===== src/common/ari_defines.vh =====
// constants for the reset and initialisation sequencer
`ifndef ARI_DEFINES_VH
`define ARI_DEFINES_VH
`define ARI_ADDR_W 7
`define ARI_DATA_W 8
`define ARI_REG_SW_RESET 7'h00
`define ARI_BIT_SW_RESET 0
`define ARI_CAL_CYCLES 200000
`define ARI_CNT_W 18
`define ARI_FUSE_WORDS 7'h7F
`define ARI_NWORDS 128
`define ARI_ZERO8 8'h00
`endif


===== src/rtl/ari_seq.v =====
// reset, fuse load and calibration sequencer for the converter register file
// ----------------------------------------------------------------------------
// ----------------------------------------------------------------------------
`timescale 1ns/100ps
`default_nettype none
`include "ari_defines.vh"
module ari_seq #(
  parameter CAL_CYCLES = `ARI_CAL_CYCLES,
  parameter NWORDS = `ARI_NWORDS
) (
  input wire clk_i,
  input wire rst_i,
  input wire hw_reset_i,
  input wire wr_en_i,
  input wire [`ARI_ADDR_W-1:0] wr_addr_i,
  input wire [`ARI_DATA_W-1:0] wr_data_i,
  input wire [`ARI_ADDR_W-1:0] rd_addr_i,
  input wire [`ARI_DATA_W-1:0] fuse_data_i,
  output reg [`ARI_ADDR_W-1:0] fuse_addr_o,
  output reg [`ARI_DATA_W-1:0] rd_data_o,
  output reg busy_o,
  output reg cal_active_o,
  output reg ready_o
);
  // ----------------------------------------------------------------------------
  // states
  // ----------------------------------------------------------------------------
  localparam ST_RESET = 2'h0;
  localparam ST_LOAD = 2'h1;
  localparam ST_CAL = 2'h2;
  localparam ST_RUN = 2'h3;
  reg [1:0] state_q;
  reg [1:0] state_d;
  reg [`ARI_CNT_W-1:0] cnt_q;
  reg [`ARI_CNT_W-1:0] cnt_d;
  reg [`ARI_ADDR_W-1:0] idx_q;
  reg [`ARI_ADDR_W-1:0] idx_d;
  reg [`ARI_DATA_W-1:0] regs_q [0:NWORDS-1];
  reg hw_s1_q;
  reg hw_s2_q;
  wire sw_req;
  wire ctrl_wr;
  wire data_wr;
  wire [31:0] cal_span;
  wire [`ARI_CNT_W-1:0] cal_last;
  reg [`ARI_DATA_W-1:0] rd_d;
  reg busy_d;
  reg cal_d;
  reg ready_d;
  // ----------------------------------------------------------------------------
  // address decode
  // ----------------------------------------------------------------------------
  // control word sits alone at the bottom of the map
  function is_ctrl_addr;
    input [`ARI_ADDR_W-1:0] a;
    begin
      is_ctrl_addr = (a == `ARI_REG_SW_RESET);
    end
  endfunction
  // span is a parameter; cut to the counter width on purpose
  assign cal_span = CAL_CYCLES - 1;
  assign cal_last = cal_span[`ARI_CNT_W-1:0];
  // reset pin is asynchronous to the clock, two stages before use
  always @(posedge clk_i)
  begin
    hw_s1_q <= hw_reset_i;
    hw_s2_q <= hw_s1_q;
  end
  // writes ignored while the sequence is busy; only run state accepts them
  assign ctrl_wr = wr_en_i && (state_q == ST_RUN) && is_ctrl_addr(wr_addr_i);
  assign data_wr = wr_en_i && (state_q == ST_RUN) && !is_ctrl_addr(wr_addr_i);
  assign sw_req = ctrl_wr && wr_data_i[`ARI_BIT_SW_RESET];
  // ----------------------------------------------------------------------------
  // sequence
  // ----------------------------------------------------------------------------
  always @*
  begin
    state_d = state_q;
    cnt_d = cnt_q;
    idx_d = idx_q;
    case (state_q)
      ST_RESET:
      begin
        idx_d = {`ARI_ADDR_W{1'b0}};
        if (!hw_s2_q)
          state_d = ST_LOAD;
      end
      ST_LOAD:
      begin
        idx_d = idx_q + 1'b1;
        if (idx_q == `ARI_FUSE_WORDS)
        begin
          state_d = ST_CAL;
          cnt_d = {`ARI_CNT_W{1'b0}};
        end
      end
      ST_CAL:
      begin
        cnt_d = cnt_q + 1'b1;
        if (cnt_q == cal_last)
          state_d = ST_RUN;
      end
      ST_RUN:
      begin
        if (sw_req)
        begin
          state_d = ST_LOAD;
          idx_d = {`ARI_ADDR_W{1'b0}};
        end
      end
      default:
        state_d = ST_RESET;
    endcase
    if (hw_s2_q)
      state_d = ST_RESET;
  end
  always @(posedge clk_i)
  begin
    if (rst_i)
    begin
      state_q <= ST_RESET;
      cnt_q <= {`ARI_CNT_W{1'b0}};
      idx_q <= {`ARI_ADDR_W{1'b0}};
    end
    else
    begin
      state_q <= state_d;
      cnt_q <= cnt_d;
      idx_q <= idx_d;
    end
  end
  // ----------------------------------------------------------------------------
  // register file
  // ----------------------------------------------------------------------------
  // fuse word for index n arrives one cycle after fuse_addr_o shows n
  always @(posedge clk_i)
  begin
    if (state_q == ST_LOAD && idx_q != {`ARI_ADDR_W{1'b0}})
      regs_q[idx_q - 1'b1] <= fuse_data_i;
    else if (state_q == ST_CAL && cnt_q == {`ARI_CNT_W{1'b0}})
      regs_q[`ARI_FUSE_WORDS] <= fuse_data_i;
    else if (data_wr)
      regs_q[wr_addr_i] <= wr_data_i;
  end
  // ----------------------------------------------------------------------------
  // output next values
  // ----------------------------------------------------------------------------
  always @*
  begin
    rd_d = regs_q[rd_addr_i];
    // reset bit reads high until the sequence ends, then low by itself
    if (is_ctrl_addr(rd_addr_i))
      rd_d = {{(`ARI_DATA_W-1){1'b0}}, (state_q != ST_RUN)};
    busy_d = (state_d != ST_RUN);
    cal_d = (state_d == ST_CAL);
    ready_d = (state_d == ST_RUN);
  end
  // ----------------------------------------------------------------------------
  // outputs
  // ----------------------------------------------------------------------------
  // fuse index leads the load by one cycle to hide the fuse latency
  always @(posedge clk_i)
  begin
    if (rst_i)
      fuse_addr_o <= {`ARI_ADDR_W{1'b0}};
    else
      fuse_addr_o <= idx_d;
  end
  always @(posedge clk_i)
  begin
    if (rst_i)
      rd_data_o <= `ARI_ZERO8;
    else
      rd_data_o <= rd_d;
  end
  // busy is registered from the next state like ready_o, its complement, so neither can glitch
  always @(posedge clk_i)
  begin
    if (rst_i)
      busy_o <= 1'b1;
    else
      busy_o <= busy_d;
  end
  always @(posedge clk_i)
  begin
    if (rst_i)
      cal_active_o <= 1'b0;
    else
      cal_active_o <= cal_d;
  end
  always @(posedge clk_i)
  begin
    if (rst_i)
      ready_o <= 1'b0;
    else
      ready_o <= ready_d;
  end
endmodule // ari_seq
`default_nettype wire


===== config.mk =====
export PLATFORM = sky130hd
export DESIGN_NAME = ari_seq
export DESIGN_NICKNAME = d
export VERILOG_FILES = /design/src/rtl/ari_seq.v
export VERILOG_INCLUDE_DIRS = /design/src /design/src/common
export SDC_FILE = /design/constraint.sdc
export NUM_CORES = 1
export LEC_CHECK = 0
export ABC_AREA = 0
export ABC_CLOCK_PERIOD_IN_PS = 4670
export BUFFER_PORTS_ARGS = -buffer_cell sky130_fd_sc_hd__buf_2
export CAP_MARGIN = 20
export CORE_MARGIN = 2
export CORE_UTILIZATION = 60
export CTS_CLUSTER_DIAMETER = 150
export DETAILED_ROUTE_END_ITERATION = 6
export PLACE_DENSITY_LB_ADDON = 0.2
export SYNTH_ARGS = -nofsm -noshare
export SYNTH_HDL_FRONTEND = slang
export SYNTH_SLANG_ARGS = --single-unit

===== constraint.sdc =====
create_clock -name clk_i -period 4.67 [get_ports clk_i]
set_input_delay 0.467 -clock clk_i [delete_from_list [all_inputs] [get_ports clk_i]]
set_output_delay 0.467 -clock clk_i [all_outputs]
set_load 0.01 [all_outputs]

==> impl_metrics.env <==
export IMPL_synth_area_leader_cell="edfxtp_1"
export IMPL_synth_top_area_share=0.726
export IMPL_worstHoldStart="hw_s1_q"
export IMPL_post_place_ws_ns=0.703
export IMPL_setup_ws_ns=0.630
export IMPL_firstDrtPassIters=7
export IMPL_slew_viol_final=0
export IMPL_crit_arrival_ns=4.33
export IMPL_drt_total_wl_um=105000
export IMPL_relSlewSlack=0.134
export IMPL_die_h_um=270
export IMPL_design_core_area_mm2=0.0700
export IMPL_startpoint="state_q[1]"
export IMPL_placed_area_mm2=0.0443
export IMPL_fmax_mhz=248
export IMPL_clk_latency_ns=0.67
export IMPL_gp_congestion=1.01
export IMPL_final_antenna_net_count=0
export IMPL_grt_max_degree=129
export IMPL_layout_common_cells="edfxtp_1 (1024), mux4_2 (232), nor2_1 (181)"
export IMPL_finalPower_mw=19.8
export IMPL_syn_nets=2256
export IMPL_p_seq_frac=0.528
export IMPL_hold_viol=0
export IMPL_cts_root_buffer="clkbuf_16"
export IMPL_multi_input_area_mm2=0.0103
export IMPL_yosysSeqAreaShare=0.745
export IMPL_p_per_area_mw_per_mm2=415
export IMPL_final_common_cell="edfxtp_1"
export IMPL_num_antenna_cells=0
export IMPL_cts_setup_buffers=0
export IMPL_whs_ns=0.335
export IMPL_cp_start_kind="flop"
export IMPL_clk_path_buf_depth=3
export IMPL_synth_ff_type="edfxtp_1"
export IMPL_setup_viol=0
export IMPL_p_sw_frac=0.210
export IMPL_reg2reg_from="state_q[1]"
export IMPL_num_fill_cells=4399
export IMPL_via_count=22900
export IMPL_clock_sinks=1064
export IMPL_dieArea_mm2=0.0728
export IMPL_fin_nets=2412
export IMPL_rows=97
export IMPL_min_to="hw_s2_q"
export IMPL_num_io_pins=52
export IMPL_layout_drive_gt1_share=0.252
export IMPL_clk_pin_slew_ns=0.06
export IMPL_syn_inst=2218
export IMPL_ff2ff_path_depth=6
export IMPL_peakVddDrop_v=0.000332
export IMPL_skew_ns=0.0194
export IMPL_finalCriticalPeriod_ns=4.04
export IMPL_hp_class="reg2reg"
export IMPL_p_leak_nw=15.1
export IMPL_synth_area_leaders="edfxtp_1 (73%), mux4_2 (12%), dfxtp_1 (1.9%)"
export IMPL_synth_edf_count=1024
export IMPL_crit_path_max_fanout=19
export IMPL_reg2reg_slack_ns=0.63
export IMPL_p_int_mw=15.7
export IMPL_ys_seq_elements=1064
export IMPL_comb_power_share=0.051
export IMPL_cts_tree="done"
export IMPL_routed_via_density=6.74
export IMPL_final_area_mm2=0.0477
export IMPL_cp_end_kind="flop"
export IMPL_rsz0062_at_grt="no"
export IMPL_start_util=0.605
export IMPL_p_clk_frac=0.421
export IMPL_crit_required_ns=4.96
export IMPL_io_buffers=51
export IMPL_wl_per_cell_um=30.9
export IMPL_final_period_utilization=0.865
export IMPL_ff_latch_area_mm2=0.0316
export IMPL_holdPathStages=0
export IMPL_hpwlAfterDp_um=68100
export IMPL_reg2reg_to="regs_q[37][5]"
export IMPL_die_w_um=270
export IMPL_yosys_warnings=0
export IMPL_grt_pass1_vias=22800
export IMPL_grtUsageTotal=0.292
export IMPL_crit_type="reg2reg"
export IMPL_area_growth_pct=12.7
export IMPL_cts_made_buffers=104
export IMPL_worst_pin_slew_ns=1.30
export IMPL_fin_tns_setup_ns=0
export IMPL_drc=0
export IMPL_outcome="complete, no violations"
export IMPL_grt_overflow=0
export IMPL_p_switching_mw=4.16
export IMPL_drv_cap=0
export IMPL_antenna_found_initial=0
export IMPL_syn_avg_cell_area_um2=19.1
export IMPL_htreeDepth=3
export IMPL_grt_pass1_wl_um=154000
export IMPL_netlist_area_mm2=0.0424
export IMPL_ys_types=77
export IMPL_synth_async_reset_ratio=0
export IMPL_first_iter_violations=3242
## kinds of logic (layout without fill, tap and decap cells)
kind of cell,after synthesis,after routing,share of synthesized area
AO/OA/AOI/OAI,224,224,0.0386
adder cells (fa/ha/maj),4,4,0.00118
XOR/XNOR,5,5,0.00103
AND/OR/NAND/NOR,465,465,0.0511
flip-flops,1064,1064,0.745
multiplexers,333,333,0.149
buffers and inverters,123,366,0.0150
## worst max-delay path, cell delays in order (launching register included)
cell and delay, ns:
dfxtp_1 0.72, and3_1 0.43, a21boi_2 0.82, nand3b_1 0.35, o41ai_4 0.30, nand3_2 0.39, nor2_1 0.65
## area by class of cell
cell class | count | share of cell area
Multi-Input combinational cell | 1031 | 0.216
Clock inverter | 52 | 0.0120
Inverter | 14 | 0.00110
Clock buffer | 141 | 0.0592
Timing Repair Buffer | 159 | 0.0267
Tap cell | 940 | 0.0246
Sequential cell | 1064 | 0.661
## flip-flops by register name, summed over array words and instances, names as in the netlist
signal,count
busy_o,1
cal_active_o,1
cnt_q,18
fuse_addr_o,7
hw_s1_q,1
hw_s2_q,1
rd_data_o,8
ready_o,1
regs_q,1024
state_q,2
## cell usage after synthesis, types with 7 or more instances
library cell  instances
a2111oi_0            16
nor2b_1              20
nand2b_1             10
edfxtp_1           1024
buf_2                27
buf_6                 8
nand3_1              30
nor2_1              181
clkbuf_1             44
a21oi_1              28
buf_4                21
a311oi_1              8
or3_1                 7
mux2i_1              51
nand3b_1              9
a31oi_1               9
nand2_1             114
buf_1                 9
mux2_2               50
nor4_1               13
a22oi_1              11
a211oi_1             15
o21ai_0              22
and3_1               11
dfxtp_1              40
mux4_2              232
nor3_1               35
inv_1                11
o22ai_1              55
## metal layers
layer	vias up	routed length, um	track usage
met5	-	0	0
met4	0	3620	0.102
met3	235	11300	0.0710
met2	1411	50000	0.453
met1	11900	40000	0.411
li1	9440	-	-
## metrics by stage
| stage | cells | util |
|---|---|---|
| 4_1_cts | 3401 | 0.682 |
| 2_1_floorplan | 2218 | - |
| 5_1_grt | 3401 | 0.682 |
| 3_5_place_dp | 3207 | 0.633 |
| 3_3_place_gp | 3206 | 0.633 |
| 6_report | 3401 | 0.682 |
## worst max path at each step
stage / end / slack (ns)
after CTS: regs_q[69][3] / 0.69
final: regs_q[37][5] / 0.63
after floorplan: regs_q[0][0] / 0.85
after global routing: regs_q[93][3] / 0.44
after detailed placement: regs_q[63][5] / 0.70
after global placement: regs_q[100][1] / 0.86
## power groups by stage
| stage | Clock [mW] | Sequential (mW) | Combinational, mW |
|---|---|---|---|
| 2_1_floorplan | 0 | 10.7 | 0.583 |
| 3_3_place_gp | 0 | 10.7 | 0.981 |
| 3_5_place_dp | 0 | 10.7 | 1.00 |
| 4_1_cts | 8.41 | 10.5 | 1.00 |
| 5_1_grt | 8.77 | 10.5 | 1.06 |
| 6_report | 8.34 | 10.5 | 1.01 |
## repair_timing
item                                    4_1_cts  5_1_grt
hold endpoints to repair                      1        0
gates resized for setup                       0        0
endpoints found under the setup margin        0        0
hold buffers                                  1        0
Note: power is estimated with default switching activity, not from simulation.
